==> config.mk <==
export PLATFORM = sky130hd
export DESIGN_NAME = atfr_dev_flat
export DESIGN_NICKNAME = d
export VERILOG_FILES = /design/src/atfr_pkg.sv /design/src/atfr_if.sv /design/src/atfr_dev.sv /design/src/flat_wrapper.sv
export SDC_FILE = /design/constraint.sdc
export NUM_CORES = 1
export LEC_CHECK = 0
export BUFFER_PORTS_ARGS = -buffer_cell sky130_fd_sc_hd__buf_2
export CORE_MARGIN = 5
export CORE_UTILIZATION = 54
export CTS_CLUSTER_SIZE = 12
export DETAILED_ROUTE_END_ITERATION = 12
export GPL_ROUTABILITY_DRIVEN = 0
export GPL_TIMING_DRIVEN = 0
export PLACE_DENSITY = 0.8
export RECOVER_POWER = 50
export SYNTH_ARGS = -nofsm -noshare
export SYNTH_HDL_FRONTEND = slang
export SYNTH_SLANG_ARGS = --single-unit
==> constraint.sdc <==
create_clock -name clock -period 2.8 [get_ports clock]
set_clock_uncertainty 0.1 [all_clocks]
set_input_delay 0.84 -clock clock [delete_from_list [all_inputs] [get_ports clock]]
set_output_delay 0.84 -clock clock [all_outputs]
set_load 0.01 [all_outputs]
==> src/atfr_pkg.sv <==
// Shared constants of the task-file register block: addresses, bit positions,
// reset values and common types.
// Assumes both ends import it; no surroundings beyond the compiler.
package atfr_pkg;

  typedef logic [7:0]  atfr_byte_t;
  typedef logic [15:0] atfr_word_t;
  typedef logic [3:0]  atfr_addr_t;

  ////////////////////////////////////////////////////////////////////////////
  // Register addresses: bit 3 selects the control block
  localparam atfr_addr_t ADR_DATA = 4'h0;
  localparam atfr_addr_t ADR_FEAT = 4'h1;
  localparam atfr_addr_t ADR_SCNT = 4'h2;
  localparam atfr_addr_t ADR_SNUM = 4'h3;
  localparam atfr_addr_t ADR_CYLL = 4'h4;
  localparam atfr_addr_t ADR_CYLH = 4'h5;
  localparam atfr_addr_t ADR_DHS  = 4'h6;
  localparam atfr_addr_t ADR_CMD  = 4'h7;  // Command on write, status on read
  localparam atfr_addr_t ADR_CTL  = 4'hE;  // Drive control on write, shadow on read

  ////////////////////////////////////////////////////////////////////////////
  // Field positions
  localparam int DH_LBA_BIT  = 6;
  localparam int DH_DEV_BIT  = 4;
  localparam int DC_NIEN_BIT = 1;
  localparam int DC_SRST_BIT = 2;
  localparam int ST_BSY_BIT  = 7;
  localparam int ST_DRDY_BIT = 6;
  localparam int ST_DSC_BIT  = 4;
  localparam int ST_DRQ_BIT  = 3;
  localparam int ST_ERR_BIT  = 0;

  ////////////////////////////////////////////////////////////////////////////
  // Reset values and counts
  localparam atfr_byte_t SCNT_RST = 8'h01;
  localparam atfr_byte_t SNUM_RST = 8'h01;
  localparam atfr_byte_t CYL_RST  = 8'h00;
  localparam atfr_byte_t DH_RST   = 8'hA0;
  localparam atfr_byte_t FEAT_RST = 8'h00;
  localparam atfr_byte_t DCTL_MASK = 8'h06;  // Only interrupt mask and reset bits
  localparam logic [8:0] SCNT_ZERO_SECTORS = 9'h100;
  localparam int POLL_LIMIT_DEF = 255;

  typedef enum logic {AM_CHS, AM_LBA} atfr_amode_e;

endpackage

==> src/atfr_if.sv <==
// Parallel host port between the host controller and the drive.
// Assumes both ends run on the same clock; the interrupt wire is resolved here.
`timescale 1ns/1ns
interface atfr_if;
  logic [3:0]  addr;
  logic        wr_stb;
  logic        rd_stb;
  logic [15:0] wdata;
  logic [15:0] rdata;
  logic        dmack_n;
  logic        intrq_o;
  logic        intrq_oe_n;
  logic        intrq;

  // Released line reads low
  assign intrq = intrq_o & ~intrq_oe_n;

  modport dev  (input addr, wr_stb, rd_stb, wdata, dmack_n,
                output rdata, intrq_o, intrq_oe_n);
  modport host (output addr, wr_stb, rd_stb, wdata, dmack_n,
                input rdata, intrq);
endinterface

==> src/atfr_dev.sv <==
// Drive end of the task-file register set with its two-entry data buffers.
// Assumes a synchronous host strobing one register per cycle on the port,
// and a drive core on the user side that runs commands and moves sectors.
//
// Function
// - Cylinder low: cylinder bits 0-7 or LBA 8-15
// - Task-file writes only while BSY and DRQ clear
// - Cylinder high: bits 8-15/LBA 16-23, completion update
// - Drive/head bit 6 selects CHS or LBA
// - Drive/head bit 4 selects master or slave
// - CHS: bits 0-3 give starting head
// - LBA: bits 0-3 give LBA 24-27
// - Sector count zero means 256 sectors
// - Count decrements per sector, ends at zero
// - Data register is 16 bits wide
// - Data moves only while DRQ set
// - Shadow status mirrors status; BSY always valid (code returns 00h for status reads in sleep)
// - Registers need not be valid in sleep
// - Drive control written only with DMA acknowledge off
// - Control bit 1 masks interrupt, releases pin
// - Control bit 2 is software reset
// - Host writes control bit 0 as zero
// - DRQ set when a word can move
// - BSY while drive owns registers; ignore commands
// - LBA: sector number holds LBA 0-7
`timescale 1ns/1ns

////////////////////////////////////////////////////////////////////////////////
// Two-entry buffer with valid and ready on both sides
module atfr_buf #(
  parameter int W     = 16,
  parameter int DEPTH = 2
) (
  input  wire logic         clock,
  input  wire logic         nrst,
  input  wire logic         flush,
  input  wire logic         in_valid,
  output logic              in_ready,
  input  wire logic [W-1:0] in_data,
  output logic              out_valid,
  input  wire logic         out_ready,
  output logic [W-1:0]      out_data
);
  localparam int CW = $clog2(DEPTH + 1);
  localparam int PW = (DEPTH > 1) ? $clog2(DEPTH) : 1;
  localparam logic [CW-1:0] FULL = CW'(DEPTH);
  localparam logic [PW-1:0] LAST = PW'(DEPTH - 1);

  logic [W-1:0]  mem_r [DEPTH];
  logic [W-1:0]  mem_nxt [DEPTH];
  logic [CW-1:0] cnt_r, cnt_nxt;
  logic [PW-1:0] wp_r, wp_nxt, rp_r, rp_nxt;
  logic          rdy_r, rdy_nxt, vld_r, vld_nxt;
  logic          push, pop;

  assign in_ready  = rdy_r;
  assign out_valid = vld_r;
  assign out_data  = mem_r[rp_r];

  // Pointer, count and storage update
  always_comb begin
    push    = in_valid & rdy_r;
    pop     = out_ready & vld_r;
    mem_nxt = mem_r;
    wp_nxt  = wp_r;
    rp_nxt  = rp_r;
    cnt_nxt = cnt_r;
    if (push) begin
      mem_nxt[wp_r] = in_data;
      wp_nxt        = (wp_r == LAST) ? '0 : wp_r + 1'b1;
    end
    if (pop) begin
      rp_nxt = (rp_r == LAST) ? '0 : rp_r + 1'b1;
    end
    cnt_nxt = cnt_r + CW'(push) - CW'(pop);
    if (flush) begin
      wp_nxt  = '0;
      rp_nxt  = '0;
      cnt_nxt = '0;
    end
    rdy_nxt = (cnt_nxt != FULL);
    vld_nxt = (cnt_nxt != '0);
  end

  // State registers
  always_ff @(posedge clock or negedge nrst) begin
    if (!nrst) begin
      for (int i = 0; i < DEPTH; i++) begin
        mem_r[i] <= '0;
      end
      wp_r  <= '0;
      rp_r  <= '0;
      cnt_r <= '0;
      rdy_r <= 1'b0;
      vld_r <= 1'b0;
    end else begin
      mem_r <= mem_nxt;
      wp_r  <= wp_nxt;
      rp_r  <= rp_nxt;
      cnt_r <= cnt_nxt;
      rdy_r <= rdy_nxt;
      vld_r <= vld_nxt;
    end
  end
endmodule

////////////////////////////////////////////////////////////////////////////////
// Drive end: registers, status, interrupt and data buffers
module atfr_dev (
  input  wire logic                 clock,
  input  wire logic                 nrst,
  atfr_if.dev                       bus,
  output logic                      cmd_valid,
  output atfr_pkg::atfr_byte_t      cmd_code,
  output atfr_pkg::atfr_byte_t      feature,
  output atfr_pkg::atfr_amode_e     addr_mode,
  output logic                      dev_sel,
  output logic [3:0]                head_or_lba_hi,
  output atfr_pkg::atfr_byte_t      sector_num,
  output atfr_pkg::atfr_byte_t      cyl_low,
  output atfr_pkg::atfr_byte_t      cyl_high,
  output logic [8:0]                sectors_left,
  output logic                      soft_reset,
  input  wire logic                 core_busy,
  input  wire logic                 core_drdy,
  input  wire logic                 core_dsc,
  input  wire logic                 core_err,
  input  wire logic                 sleep,
  input  wire logic                 xfer_en,
  input  wire logic                 xfer_read,
  input  wire logic                 sector_done,
  input  wire logic                 cmd_done,
  input  wire logic [27:0]          done_addr,
  output logic                      rx_valid,
  input  wire logic                 rx_ready,
  output atfr_pkg::atfr_word_t      rx_data,
  input  wire logic                 tx_valid,
  output logic                      tx_ready,
  input  wire atfr_pkg::atfr_word_t tx_data
);
  import atfr_pkg::*;

  atfr_byte_t feat_r, feat_nxt, scnt_r, scnt_nxt, snum_r, snum_nxt;
  atfr_byte_t cyll_r, cyll_nxt, cylh_r, cylh_nxt, dh_r, dh_nxt, code_r, code_nxt;
  atfr_word_t rdata_r, rdata_nxt;
  logic [8:0] left_r, left_nxt;
  logic       nien_r, nien_nxt, srst_r, srst_nxt, bsy_r, bsy_nxt;
  logic       cmdv_r, cmdv_nxt, drq_r, drq_nxt, intp_r, intp_nxt;
  logic       irq_r, irq_nxt, irq_oe_n_r, irq_oe_n_nxt;
  logic       bsy_now, tf_ok, rx_push, tx_pop, int_set, int_clr;
  logic       rxq_in_ready, txq_out_valid;
  atfr_word_t txq_data;

  // Status byte shared by status and shadow status reads
  function automatic atfr_byte_t status_byte(input logic bsy, input logic drq);
    status_byte              = 8'h00;
    status_byte[ST_BSY_BIT]  = bsy;
    status_byte[ST_DRDY_BIT] = core_drdy;
    status_byte[ST_DSC_BIT]  = core_dsc;
    status_byte[ST_DRQ_BIT]  = drq;
    status_byte[ST_ERR_BIT]  = core_err;
  endfunction

  ////////////////////////////////////////////////////////////////////////////
  // Data path buffers: host writes into rx, core words out of tx
  atfr_buf #(.W(16), .DEPTH(2)) u_rxq (
    .clock     (clock),
    .nrst      (nrst),
    .flush     (srst_r),
    .in_valid  (rx_push),
    .in_ready  (rxq_in_ready),
    .in_data   (bus.wdata),
    .out_valid (rx_valid),
    .out_ready (rx_ready),
    .out_data  (rx_data)
  );

  atfr_buf #(.W(16), .DEPTH(2)) u_txq (
    .clock     (clock),
    .nrst      (nrst),
    .flush     (srst_r),
    .in_valid  (tx_valid),
    .in_ready  (tx_ready),
    .in_data   (tx_data),
    .out_valid (txq_out_valid),
    .out_ready (tx_pop),
    .out_data  (txq_data)
  );

  ////////////////////////////////////////////////////////////////////////////
  // Next-state logic of the register set
  always_comb begin
    feat_nxt = feat_r;
    scnt_nxt = scnt_r;
    snum_nxt = snum_r;
    cyll_nxt = cyll_r;
    cylh_nxt = cylh_r;
    dh_nxt   = dh_r;
    code_nxt = code_r;
    nien_nxt = nien_r;
    srst_nxt = srst_r;
    bsy_nxt  = bsy_r;
    rdata_nxt = rdata_r;
    cmdv_nxt = 1'b0;
    rx_push  = 1'b0;
    tx_pop   = 1'b0;
    int_clr  = 1'b0;
    bsy_now = bsy_r | srst_r | core_busy;
    tf_ok = !bsy_now && !drq_r;
    if (bus.wr_stb) begin
      case (bus.addr)
        ADR_FEAT: if (tf_ok) feat_nxt = bus.wdata[7:0];
        ADR_SCNT: if (tf_ok) scnt_nxt = bus.wdata[7:0];
        ADR_SNUM: if (tf_ok) snum_nxt = bus.wdata[7:0];
        ADR_CYLL: if (tf_ok) cyll_nxt = bus.wdata[7:0];
        ADR_CYLH: if (tf_ok) cylh_nxt = bus.wdata[7:0];
        ADR_DHS:  if (tf_ok) dh_nxt = bus.wdata[7:0];
        ADR_CMD: begin
          if (tf_ok) begin
            code_nxt = bus.wdata[7:0];
            cmdv_nxt = 1'b1;
            bsy_nxt  = 1'b1;
          end
        end
        ADR_CTL: begin
          if (bus.dmack_n) begin
            nien_nxt = bus.wdata[DC_NIEN_BIT];
            srst_nxt = bus.wdata[DC_SRST_BIT];
          end
        end
        ADR_DATA: rx_push = drq_r & !xfer_read & rxq_in_ready;
        default: ;
      endcase
    end
    if (bus.rd_stb) begin
      case (bus.addr)
        ADR_DATA: begin
          tx_pop    = drq_r & xfer_read & txq_out_valid;
          rdata_nxt = tx_pop ? txq_data : 16'h0000;
        end
        ADR_FEAT: rdata_nxt = {8'h00, feat_r};
        ADR_SCNT: rdata_nxt = {8'h00, scnt_r};
        ADR_SNUM: rdata_nxt = {8'h00, snum_r};
        ADR_CYLL: rdata_nxt = {8'h00, cyll_r};
        ADR_CYLH: rdata_nxt = {8'h00, cylh_r};
        ADR_DHS:  rdata_nxt = {8'h00, dh_r};
        ADR_CMD: begin
          rdata_nxt = {8'h00, status_byte(bsy_now, drq_r)};
          int_clr   = 1'b1;
        end
        ADR_CTL:  rdata_nxt = {8'h00, status_byte(bsy_now, drq_r)};
        default:  rdata_nxt = 16'h0000;
      endcase
      if (sleep && bus.addr != ADR_DATA) begin
        rdata_nxt = 16'h0000;
      end
    end
    if (sector_done) begin
      scnt_nxt = scnt_r - 8'h01;
    end
    if (cmd_done) begin
      snum_nxt = done_addr[7:0];
      cyll_nxt = done_addr[15:8];
      cylh_nxt = done_addr[23:16];
      dh_nxt   = {dh_r[7:4], done_addr[27:24]};
      bsy_nxt  = 1'b0;
    end
    if (srst_r) begin
      feat_nxt = FEAT_RST;
      scnt_nxt = SCNT_RST;
      snum_nxt = SNUM_RST;
      cyll_nxt = CYL_RST;
      cylh_nxt = CYL_RST;
      dh_nxt   = DH_RST;
      bsy_nxt  = 1'b0;
      cmdv_nxt = 1'b0;
      int_clr  = 1'b1;
    end
    left_nxt = (scnt_nxt == 8'h00) ? SCNT_ZERO_SECTORS : {1'b0, scnt_nxt};
    drq_nxt = xfer_en & !srst_nxt & (xfer_read ? txq_out_valid : rxq_in_ready);
    // mask drops pending and frees pin
    int_set      = cmd_done | sector_done;
    intp_nxt     = nien_nxt ? 1'b0 : (int_set | (intp_r & !int_clr));
    irq_nxt      = intp_nxt;
    irq_oe_n_nxt = nien_nxt;
  end

  // Register update
  always_ff @(posedge clock or negedge nrst) begin
    if (!nrst) begin
      feat_r     <= FEAT_RST;
      scnt_r     <= SCNT_RST;
      snum_r     <= SNUM_RST;
      cyll_r     <= CYL_RST;
      cylh_r     <= CYL_RST;
      dh_r       <= DH_RST;
      code_r     <= 8'h00;
      nien_r     <= 1'b0;
      srst_r     <= 1'b0;
      bsy_r      <= 1'b0;
      rdata_r    <= 16'h0000;
      cmdv_r     <= 1'b0;
      drq_r      <= 1'b0;
      intp_r     <= 1'b0;
      irq_r      <= 1'b0;
      irq_oe_n_r <= 1'b0;
      left_r     <= {1'b0, SCNT_RST};
    end else begin
      feat_r     <= feat_nxt;
      scnt_r     <= scnt_nxt;
      snum_r     <= snum_nxt;
      cyll_r     <= cyll_nxt;
      cylh_r     <= cylh_nxt;
      dh_r       <= dh_nxt;
      code_r     <= code_nxt;
      nien_r     <= nien_nxt;
      srst_r     <= srst_nxt;
      bsy_r      <= bsy_nxt;
      rdata_r    <= rdata_nxt;
      cmdv_r     <= cmdv_nxt;
      drq_r      <= drq_nxt;
      intp_r     <= intp_nxt;
      irq_r      <= irq_nxt;
      irq_oe_n_r <= irq_oe_n_nxt;
      left_r     <= left_nxt;
    end
  end

  ////////////////////////////////////////////////////////////////////////////
  // Outputs straight from registers
  assign bus.rdata      = rdata_r;
  assign bus.intrq_o    = irq_r;
  assign bus.intrq_oe_n = irq_oe_n_r;
  assign cmd_valid      = cmdv_r;
  assign cmd_code       = code_r;
  assign feature        = feat_r;
  assign addr_mode      = atfr_amode_e'(dh_r[DH_LBA_BIT]);
  assign dev_sel        = dh_r[DH_DEV_BIT];
  assign head_or_lba_hi = dh_r[3:0];
  assign sector_num     = snum_r;
  assign cyl_low        = cyll_r;
  assign cyl_high       = cylh_r;
  assign sectors_left   = left_r;
  assign soft_reset     = srst_r;
endmodule

==> src/flat_wrapper.sv <==
// flat-port wrapper written by rule: the top's interface ports become plain ports
module atfr_dev_flat import atfr_pkg::*;
  (clock, nrst, cmd_valid, cmd_code, feature, addr_mode, dev_sel, head_or_lba_hi, sector_num, cyl_low, cyl_high, sectors_left, soft_reset, core_busy, core_drdy, core_dsc, core_err, sleep, xfer_en, xfer_read, sector_done, cmd_done, done_addr, rx_valid, rx_ready, rx_data, tx_valid, tx_ready, tx_data, bus_addr, bus_wr_stb, bus_rd_stb, bus_wdata, bus_dmack_n, bus_rdata, bus_intrq_o, bus_intrq_oe_n);
  atfr_if bus_i ();
  input  wire logic clock;
  input  wire logic nrst;
  output logic cmd_valid;
  output atfr_pkg::atfr_byte_t cmd_code;
  output atfr_pkg::atfr_byte_t feature;
  output atfr_pkg::atfr_amode_e addr_mode;
  output logic dev_sel;
  output logic [3:0] head_or_lba_hi;
  output atfr_pkg::atfr_byte_t sector_num;
  output atfr_pkg::atfr_byte_t cyl_low;
  output atfr_pkg::atfr_byte_t cyl_high;
  output logic [8:0] sectors_left;
  output logic soft_reset;
  input  wire logic core_busy;
  input  wire logic core_drdy;
  input  wire logic core_dsc;
  input  wire logic core_err;
  input  wire logic sleep;
  input  wire logic xfer_en;
  input  wire logic xfer_read;
  input  wire logic sector_done;
  input  wire logic cmd_done;
  input  wire logic [27:0] done_addr;
  output logic rx_valid;
  input  wire logic rx_ready;
  output atfr_pkg::atfr_word_t rx_data;
  input  wire logic tx_valid;
  output logic tx_ready;
  input  wire atfr_pkg::atfr_word_t tx_data;
  input wire logic [$bits(bus_i.addr)-1:0] bus_addr;
  input wire logic [$bits(bus_i.wr_stb)-1:0] bus_wr_stb;
  input wire logic [$bits(bus_i.rd_stb)-1:0] bus_rd_stb;
  input wire logic [$bits(bus_i.wdata)-1:0] bus_wdata;
  input wire logic [$bits(bus_i.dmack_n)-1:0] bus_dmack_n;
  output wire logic [$bits(bus_i.rdata)-1:0] bus_rdata;
  output wire logic [$bits(bus_i.intrq_o)-1:0] bus_intrq_o;
  output wire logic [$bits(bus_i.intrq_oe_n)-1:0] bus_intrq_oe_n;
  assign bus_i.addr = bus_addr;
  assign bus_i.wr_stb = bus_wr_stb;
  assign bus_i.rd_stb = bus_rd_stb;
  assign bus_i.wdata = bus_wdata;
  assign bus_i.dmack_n = bus_dmack_n;
  assign bus_rdata = bus_i.rdata;
  assign bus_intrq_o = bus_i.intrq_o;
  assign bus_intrq_oe_n = bus_i.intrq_oe_n;
  atfr_dev u_core (.clock(clock), .nrst(nrst), .bus(bus_i), .cmd_valid(cmd_valid), .cmd_code(cmd_code), .feature(feature), .addr_mode(addr_mode), .dev_sel(dev_sel), .head_or_lba_hi(head_or_lba_hi), .sector_num(sector_num), .cyl_low(cyl_low), .cyl_high(cyl_high), .sectors_left(sectors_left), .soft_reset(soft_reset), .core_busy(core_busy), .core_drdy(core_drdy), .core_dsc(core_dsc), .core_err(core_err), .sleep(sleep), .xfer_en(xfer_en), .xfer_read(xfer_read), .sector_done(sector_done), .cmd_done(cmd_done), .done_addr(done_addr), .rx_valid(rx_valid), .rx_ready(rx_ready), .rx_data(rx_data), .tx_valid(tx_valid), .tx_ready(tx_ready), .tx_data(tx_data));
endmodule
# ---- After elaboration in Yosys (flattened, before gate mapping)
# Index checks and enable logic that the tools add are counted.
dict set report op_classes {
  n_eq_ne 11
  magnitude_cmp 6
  n_mux 79
  bitwise 19
  reduce_logical 38
  addsub 9
}
# operator n
set op_table {}
lappend op_table {{2-to-1 mux 8 bit} 25}
lappend op_table {{2-to-1 mux 16 bit} 10}
lappend op_table {{one-hot mux 16 bit (8 select lines)} 1}
lappend op_table {{bitwise mux 32 bit} 2}
lappend op_table {{2-to-1 mux 1 bit} 36}
lappend op_table {{demux 16 bit (select 1 bit)} 2}
lappend op_table {{AND reduction 3 bit} 7}
lappend op_table {{nonzero test 3 bit} 7}
lappend op_table {{nonzero test 2 bit} 10}
lappend op_table {{== test 4 x 3 -> 1 bit (second input constant)} 4}
lappend op_table {{AND 1 bit} 11}
lappend op_table {{2-to-1 mux 9 bit} 1}
lappend op_table {{== test 4 x 2 -> 1 bit (second input constant)} 2}
lappend op_table {{>= comparator 2 bit (second input constant)} 4}
lappend op_table {{logical NOT 8 bit} 1}
lappend op_table {{NOT 1 -> 2 bit} 4}
lappend op_table {{subtractor 8 x 1 -> 8 bit (second input constant)} 1}
lappend op_table {{logical NOT 1 bit} 5}
lappend op_table {{adder 1 bit (second input constant)} 4}
lappend op_table {{adder 2 x 1 -> 2 bit} 2}
lappend op_table {{== test 4 x 1 -> 1 bit (second input constant)} 1}
lappend op_table {{== test 4 bit (second input constant)} 1}
lappend op_table {{logical AND 1 bit} 4}
lappend op_table {{logical NOT 4 bit} 1}
lappend op_table {{9 further kinds} 16}
dict set report totals {
  out_inout_bits 93
  reg_bits 163
  word_cells 192
  input_bits 80
}

# ---- Longest topological paths before layout
# Gate-level depths: netlist (run 1).
dict set report logic_depth {
  depth_word 11
  ltp_mapped 12
  mapped_depth_nobuf 10
}

# ---- Hierarchy
# A second synthesis (run 1) with hierarchy kept.
dict set report hier_totals {
  cells_unflattened 668
  hier_area_um2 7913.8
}
# module seq_area_each_um2 n_inst area_per_inst_um2 cells_each
set modules_own_cells {}
lappend modules_own_cells {atfr_dev 2133.3 1 4439.3 447}
lappend modules_own_cells {{atfr_buf (u_core.u_txq)} 950.9 1 1754.2 108}
lappend modules_own_cells {{atfr_buf (u_core.u_rxq)} 950.9 1 1720.4 113}

# ---- Least setup slack after synthesis (run 1)
# No wires, ideal clock.
dict set report synth_path {
  path_type {input -> register}
  from {input bus_addr[1]}
  to {register u_core.u_txq.vld_r, in the netlist u_core.u_txq.out_valid}
  required_time_ps 2573
  path_buffers 2
  stages 11
  arrival_ps 2808
  setup_ps 127
  slack_ps -235
  path_cell_list {clkbuf_1 nor2_1 and3_1 and3_1 clkbuf_1 and2_1 ha_1 inv_1 ha_1 nor2b_1 or2_2}
}
dict set report synth_between {
  elab_chain_cells 7
}
# item line_no
set synth_lines {}
lappend synth_lines {{from (decl)} flat_wrapper.sv:34} ;# input wire logic [$bits(bus_i.addr)-1:0] bus_addr;
lappend synth_lines {{logical NOT 4 bit} atfr_dev.sv:236} ;# case (bus.addr)
lappend synth_lines {{2-to-1 mux 1 bit} atfr_dev.sv:236}
lappend synth_lines {{2-to-1 mux 1 bit} atfr_dev.sv:235} ;# if (bus.rd_stb) begin
lappend synth_lines {{AND 1 bit} atfr_dev.sv:63} ;# pop = out_ready & vld_r;
lappend synth_lines {{subtractor 2 x 1 -> 2 bit} atfr_dev.sv:75} ;# cnt_nxt = cnt_r + CW'(push) - CW'(pop);
lappend synth_lines {{2-to-1 mux 2 bit} atfr_dev.sv:76} ;# if (flush) begin
lappend synth_lines {{via u_core.u_txq.cnt_nxt[0]} atfr_dev.sv:51} ;# logic [CW-1:0] cnt_r, cnt_nxt;
lappend synth_lines {{nonzero test 2 bit} atfr_dev.sv:82} ;# vld_nxt = (cnt_nxt != '0);
lappend synth_lines {{via u_core.u_txq.vld_nxt} atfr_dev.sv:53} ;# logic rdy_r, rdy_nxt, vld_r, vld_nxt;
lappend synth_lines {{to (signal assigned)} atfr_dev.sv:102} ;# vld_r <= vld_nxt;
lappend synth_lines {{to (decl)} atfr_dev.sv:53}
# The timed path passes the listed nets, and every way through them passes these cells.
# A chain may end at the register's enable or synchronous reset.

# ---- Final worst setup path (run 1)
# Ends and elaborated chain as after synthesis.

==> impl_metrics.toml, run 1 <==
[synth]
ys_seq_elements = 161
yosys.area_share.simple = 0.118
synth_area_mm2 = 0.00763
yosys.area.top_type_share = 0.511
ys_seq_area_frac = 0.529
synth_nets = 775
synth_top_area_cell = "dfrtp_1"
synth_compound_area_frac = 0.128
async_reset_ff_frac = 1.00
synth_ff_type = "dfrtp_1"
synth.most_common_cell = "dfrtp_1"
syn-mean-instance-area_um2 = 11.1
synth_top_family_by_area = "multiplexers"
synth_xor_area_frac = 0.0103
synthMuxAreaShare = 0.162
synthCells = 690
synthAdderAreaFrac = 0.00820
synth_commonest_cells = "dfrtp_1 (156), mux2_2 (101), nand2_1 (56), a21oi_1 (45), nor2_1 (35)"
yosysWarnings = 0
synth_area_leaders = "dfrtp_1 (51%), mux2_2 (15%), a21oi_1 (3.0%)"
synth_edf_count = 0
yosys.cell_types.count = 58

[sta]
timing.fmax_ghz = 0.373
timing.final.crit_share = 0.957
setup_viol = 0
drv_slew = 0
max_slew.worst_pin.slew_ns = 1.41
finalHoldViolations = 0
setup_ws_ns = 0.120
whs_ns = 0.378
fin_crit_ns = 2.68
relSlewSlack = 0.0610
rsz0062_at_grt = "no"

[power]
switching_power_mw = 2.39
p_clk_frac = 0.311
p_sw_frac = 0.312
seqPwrFrac = 0.427
peakVddDrop_mv = 0.471
pwr_density_cell_mw_per_mm2 = 816
pwr-share-comb = 0.263
leakage_nw = 4.40
p_int_mw = 5.26

[die]
ios = 173
dieArea_mm2 = 0.0166
rows = 43
chipHeight_um = 129
start_util = 0.550
die_w_um = 129
coreArea_mm2 = 0.0139

[clock_tree]
htreeDepth = 4
clock_sinks = 161
clk_pin_slew_ns = 0.07
holdBufCountCts = 0
cts-root-buf = "clkbuf_16"
cts_made_buffers = 17
cts_tree = "yes"
cts_buffer_depth = 2
clock_latency_ns = 0.43

[worst_setup_path]
crit_buf_inv = 4
cp_max_fo = 10
required_ns = 3.02
critPathKind = "in2reg"
setup.worst_path.start_class = "input port"
endpoint_kind = "flop"
cp.arrival_ns = 2.90
slowest_stage = "or2_2"
slowest_delay_ns = 0.31
crit_chain = "buf_2 > clkbuf_8 > nor2_4 > and3_1 > and3_1 > clkbuf_8 > and2_4 > ha_1 > inv_1 > ha_1 > nor2b_1 > or2_2"
critPathTopFamily = "simple AND/OR/NAND/NOR gates"

[global_routing]
gr-total-overflow = 0
grt_max_degree = 108
grt_pass1_wl_um = 33400
grt_pass1_vias = 6302
antenna_found_initial = 1
grt_usage = 0.262

[place]
dp_hpwl_um = 15800
io_buffer_count = 169
dp_cells = 1040
place_ws_ns = -0.476

[final_layout]
areaGrowthSynthToFinish_pct = 22.9
layout-drive-gt1-share = 0.352
final_nets = 965
final_util = 0.676
final_cells = 1074

[drt]
wire_per_inst_um = 20.1
drt-initial-drc-count = 558
drc = 0
drt_pre_antenna_iters = 6
route.vias.total = 6270
routed_wl_um = 21600
ant_nets = 0
vias_per_cell = 5.84

[hold_path]
worstHoldPathType = "reg2reg"

[run]
maxCapViolations = 0

[status]
status = "complete, no violations"
[cell usage in the layout (no fill, tap or decap), types with 10 or more instances in the layout]
cell       instances
nand3_1           18
a21oi_1           44
dfrtp_1          155
nor2b_1           11
inv_1             30
o31ai_1           26
nor3_1            11
clkbuf_1          60
mux2_2            99
nor2_1            33
clkbuf_16         17
mux2i_1           10
o21ai_0           26
nand2_1           56
buf_2            141
[tightest hold or removal path: cells and delay by family (launching register included)]
kind | cells | cell delay (ns)
DFF | 1 | 0.34
AOI/OAI and AO/OA | 1 | 0.06
and+or+nand+nor | 1 | 0.04
[timing repair]
item,in CTS,in global routing
gates resized for setup,3,5
buffers inserted,0,2
endpoints found under the setup margin,10,42
pin swaps,0,2
[power groups by stage]
stage | Combinational [mW] | Clock, mW | Sequential [mW]
global route | 2.21 | 2.51 | 3.32
finish | 2.01 | 2.38 | 3.27
detailed placement | 2.03 | 0 | 3.27
floorplan | 1.30 | 0 | 3.24
CTS | 2.02 | 2.40 | 3.25
global placement | 1.97 | 0 | 3.24
[state kept, by name, indices dropped and copies added, names as in the netlist, 2 cells and up]
signal,cells
u_core.u_rxq.cnt_r,2
u_core.u_txq.mem_r,32
u_core.cyl_high,8
u_core.sectors_left,7
u_core.cmd_code,8
u_core.u_rxq.mem_r,32
u_core.u_txq.cnt_r,2
u_core.sector_num,8
u_core.dh_r,8
u_core.scnt_r,8
u_core.cyl_low,8
u_core.bus.rdata,16
u_core.feature,8
[cells by family (layout without fill, tap and decap cells)]
group                    Yosys count  count (layout)
other                              0               1
adder cells (fa/ha/maj)            5               5
AND/OR/NAND/NOR                  174             174
multiplexers                     111             111
XOR/XNOR                           9               9
buffers and inverters             81             284
AO/OA/AOI/OAI                    149             149
flip-flops                       161             161
[stage by stage]
stage | cell area [µm²] | power [mW] | setup TNS, ns
finish | 9380 | 7.65 | 0
global route | 9380 | 8.04 | 0
CTS | 9390 | 7.68 | 0
detailed placement | 8770 | 5.29 | -14.94
global placement | 8730 | 5.21 | -267.53
floorplan | 7660 | 4.54 | -0.0142
[layout make-up]
type / count / area, µm²
Timing Repair Buffer: 172 / 850
Sequential cell: 161 / 4040
Multi-Input combinational cell: 448 / 3300
Clock buffer: 21 / 480
Clock inverter: 11 / 129
Tap cell: 180 / 225
Fill cell: 1057 / 4500
Inverter: 31 / 116
Buffer: 49 / 243
Antenna cell: 1 / 2.50
[metal layers]
metal / share of wire / vias to the layer above / track usage
met5: 0 / - / 0
met4: 0.027 / 0 / 0.100
met3: 0.10 / 50 / 0.0822
met2: 0.46 / 334 / 0.402
met1: 0.40 / 3044 / 0.350
li1: - / 2842 / -
[path summary, 6_finish.rpt]
kind,from,end,slack [ns],depth (start not counted)
worst max-delay path,bus_addr[1],u_core.u_txq.out_valid,0.12,12
worst min-delay path,u_core.u_rxq.mem_r[2],u_core.u_rxq.mem_r[2],0.38,2
worst max register to register,u_core.soft_reset,u_core.feature[2],0.16,8
worst min register to register,u_core.u_rxq.mem_r[2],u_core.u_rxq.mem_r[2],0.38,2
max in group asynchronous,nrst,u_core.u_rxq.rp_r,0.80,2
min in group asynchronous,nrst,u_core.u_txq.mem_r[27],0.63,1
No activity file was read; power rests on OpenSTA's default activity.
==> run 2, diff against run 1 <==
--- a/config.mk
+++ b/config.mk
@@ -7,13 +7,14 @@
 export LEC_CHECK = 0
 export BUFFER_PORTS_ARGS = -buffer_cell sky130_fd_sc_hd__buf_2
 export CORE_MARGIN = 5
-export CORE_UTILIZATION = 54
+export CORE_UTILIZATION = 30
+export CTS_BUF_LIST = sky130_fd_sc_hd__clkbuf_16
 export CTS_CLUSTER_SIZE = 12
 export DETAILED_ROUTE_END_ITERATION = 12
 export GPL_ROUTABILITY_DRIVEN = 0
 export GPL_TIMING_DRIVEN = 0
-export PLACE_DENSITY = 0.8
 export RECOVER_POWER = 50
+export SETUP_SLACK_MARGIN = 0.5
 export SYNTH_ARGS = -nofsm -noshare
 export SYNTH_HDL_FRONTEND = slang
 export SYNTH_SLANG_ARGS = --single-unit
==> run 2 against run 1 <==
Effect of this change: critical path depth down 8; fmax rose by 8.8%; register-to-register slack better by 0.21 ns; non-clock buffer count rose by 21; utilization is 27 points lower; flip-flop and latch count is the same; sequential share of layout area is 3.7 points lower; critical endpoint is now rx_data[12]; largest cell class unchanged.
==> impl_metrics.toml, run 2 (synthesis results as in run 1) <==
[global_routing]
grt_pass1_wl_um = 40000
antenna_found_initial = 5
grt_pass1_vias = 6440
grt_usage = 0.184
grt_max_degree = 85
gr-total-overflow = 0

[power]
seqPwrFrac = 0.397
peakVddDrop_mv = 0.333
p_int_mw = 5.52
leakage_nw = 4.67
pwr_density_cell_mw_per_mm2 = 798
pwr-share-comb = 0.308
p_clk_frac = 0.296
p_sw_frac = 0.326
power_mw = 8.19
switching_power_mw = 2.67

[place]
dp_hpwl_um = 19400
io_buffer_count = 169

[die]
start_util = 0.304
rows = 58
ios = 173
chipHeight_um = 170
coreArea_mm2 = 0.0251
dieArea_mm2 = 0.0287
die_w_um = 170

[clock_tree]
clock_sinks = 161
cts_made_buffers = 17
cts_buffer_depth = 2
cts_tree = "yes"
cts-root-buf = "clkbuf_16"
htreeDepth = 4
clk_pin_slew_ns = 0.07
holdBufCountCts = 0
clock_latency_ns = 0.43

[sta]
rsz0062_at_grt = "yes"
timing.fmax_ghz = 0.406
setup_viol = 0
finalHoldViolations = 0
max_slew.worst_pin.slew_ns = 1.21
fin_crit_ns = 2.46
whs_ns = 0.284
timing.final.crit_share = 0.879
drv_slew = 0
relSlewSlack = 0.193

[final_layout]
layout_commonest_cell = "dfrtp_1"
areaGrowthSynthToFinish_pct = 34.4
layout-drive-gt1-share = 0.417
final_cell_mix = "dfrtp_1 (155), buf_2 (123), mux2_2 (92)"
final_nets = 986

[drt]
drc = 0
drt_pre_antenna_iters = 5
ant_nets = 0
wire_per_inst_um = 21.1
route.vias.total = 6288
routed_wl_um = 26300
drt-initial-drc-count = 509
vias_per_cell = 5.05

[run]
maxCapViolations = 0

[worst_setup_path]
cp_max_fo = 5
critPathKind = "reg2out"
required_ns = 1.86
crit_chain = "buf_8 > clkbuf_8 > mux2_2 > buf_6"
slowest_delay_ns = 0.36
endpoint_kind = "primary output"
slowest_stage = "dfrtp_1"
r2r_slack_ns = 0.37
setup.worst_path.start_class = "flop"
cp.arrival_ns = 1.52

[status]
status = "complete, no violations"

[hold_path]
worstHoldPathType = "in2async"
## run 2: cell count changes in the layout (fill, tap and decap cells not counted), moves of 5 or more
cell and delta:
buf_6 +17, clkbuf_2 +6, o21ai_0 -5, buf_8 +7
buf_2 -18, buf_4 +16, clkbuf_1 -11, o21ai_1 +5
mux2_2 -7, mux2_4 +9
## run 2: final timing paths
check,start,endpoint,depth (start not counted)
max reg2reg,u_core.soft_reset,u_core.sectors_left[8],6
min in group clock,u_core.u_rxq.mem_r[0],u_core.u_rxq.mem_r[0],2
max,u_core.u_rxq.rp_r,rx_data[12],4
min,nrst,u_core.u_txq.mem_r[3],1
min reg2reg,u_core.u_rxq.mem_r[0],u_core.u_rxq.mem_r[0],2
max in group asynchronous,nrst,u_core.u_rxq.mem_r[4],2
## run 2: layout make-up
type | instances | area (µm²)
Timing Repair Buffer | 192 | 1150
Multi-Input combinational cell | 448 | 3580
Clock inverter | 14 | 170
Antenna cell | 1 | 2.50
Sequential cell | 161 | 4040
Clock buffer | 17 | 425
Inverter | 31 | 119
Tap cell | 330 | 413
Fill cell | 2496 | 14900
Buffer | 50 | 358
## run 2: power groups by stage
stage	logic [mW]	clock network [mW]	registers [mW]
floorplan	1.44	0	3.25
global placement	2.19	0	3.24
detailed placement	2.23	0	3.27
CTS	2.45	2.46	3.23
global route	2.74	2.58	3.30
finish	2.52	2.42	3.25
## run 2: timing repair
action | in CTS | in global routing
cloned | 1 | 0
endpoints found under the setup margin | 79 | 70
resized for setup | 47 | 39
setup buffers | 17 | 4
pin swaps | 6 | 18
## run 2: stage by stage
stage / utilization / cells / TNS [ns] / instance area (µm²) / setup slack [ns]
floorplan: - / 690 / 0 / 7890 / 0.0514
global placement: 0.364 / 1189 / -301.97 / 9150 / -1.86
detailed placement: 0.366 / 1190 / -10.57 / 9190 / -0.510
CTS: 0.405 / 1239 / 0 / 10200 / 0.307
global route: 0.408 / 1243 / 0 / 10300 / 0.276
finish: 0.408 / 1244 / 0 / 10300 / 0.338
## run 2: routing by layer
metal  global-route usage  wire [µm]  vias up
met1                0.245      11400     3131
met2                0.280      11800      217
li1                     -          -     2881
met5                    0         54        -
met3               0.0657       2230       49
met4               0.0613        792       10
## run 2: worst max-delay path: cells and delay by family (launching register included)
family	cells	cell delay, ns
buf+inv	3	0.39
flops	1	0.36
mux	1	0.34
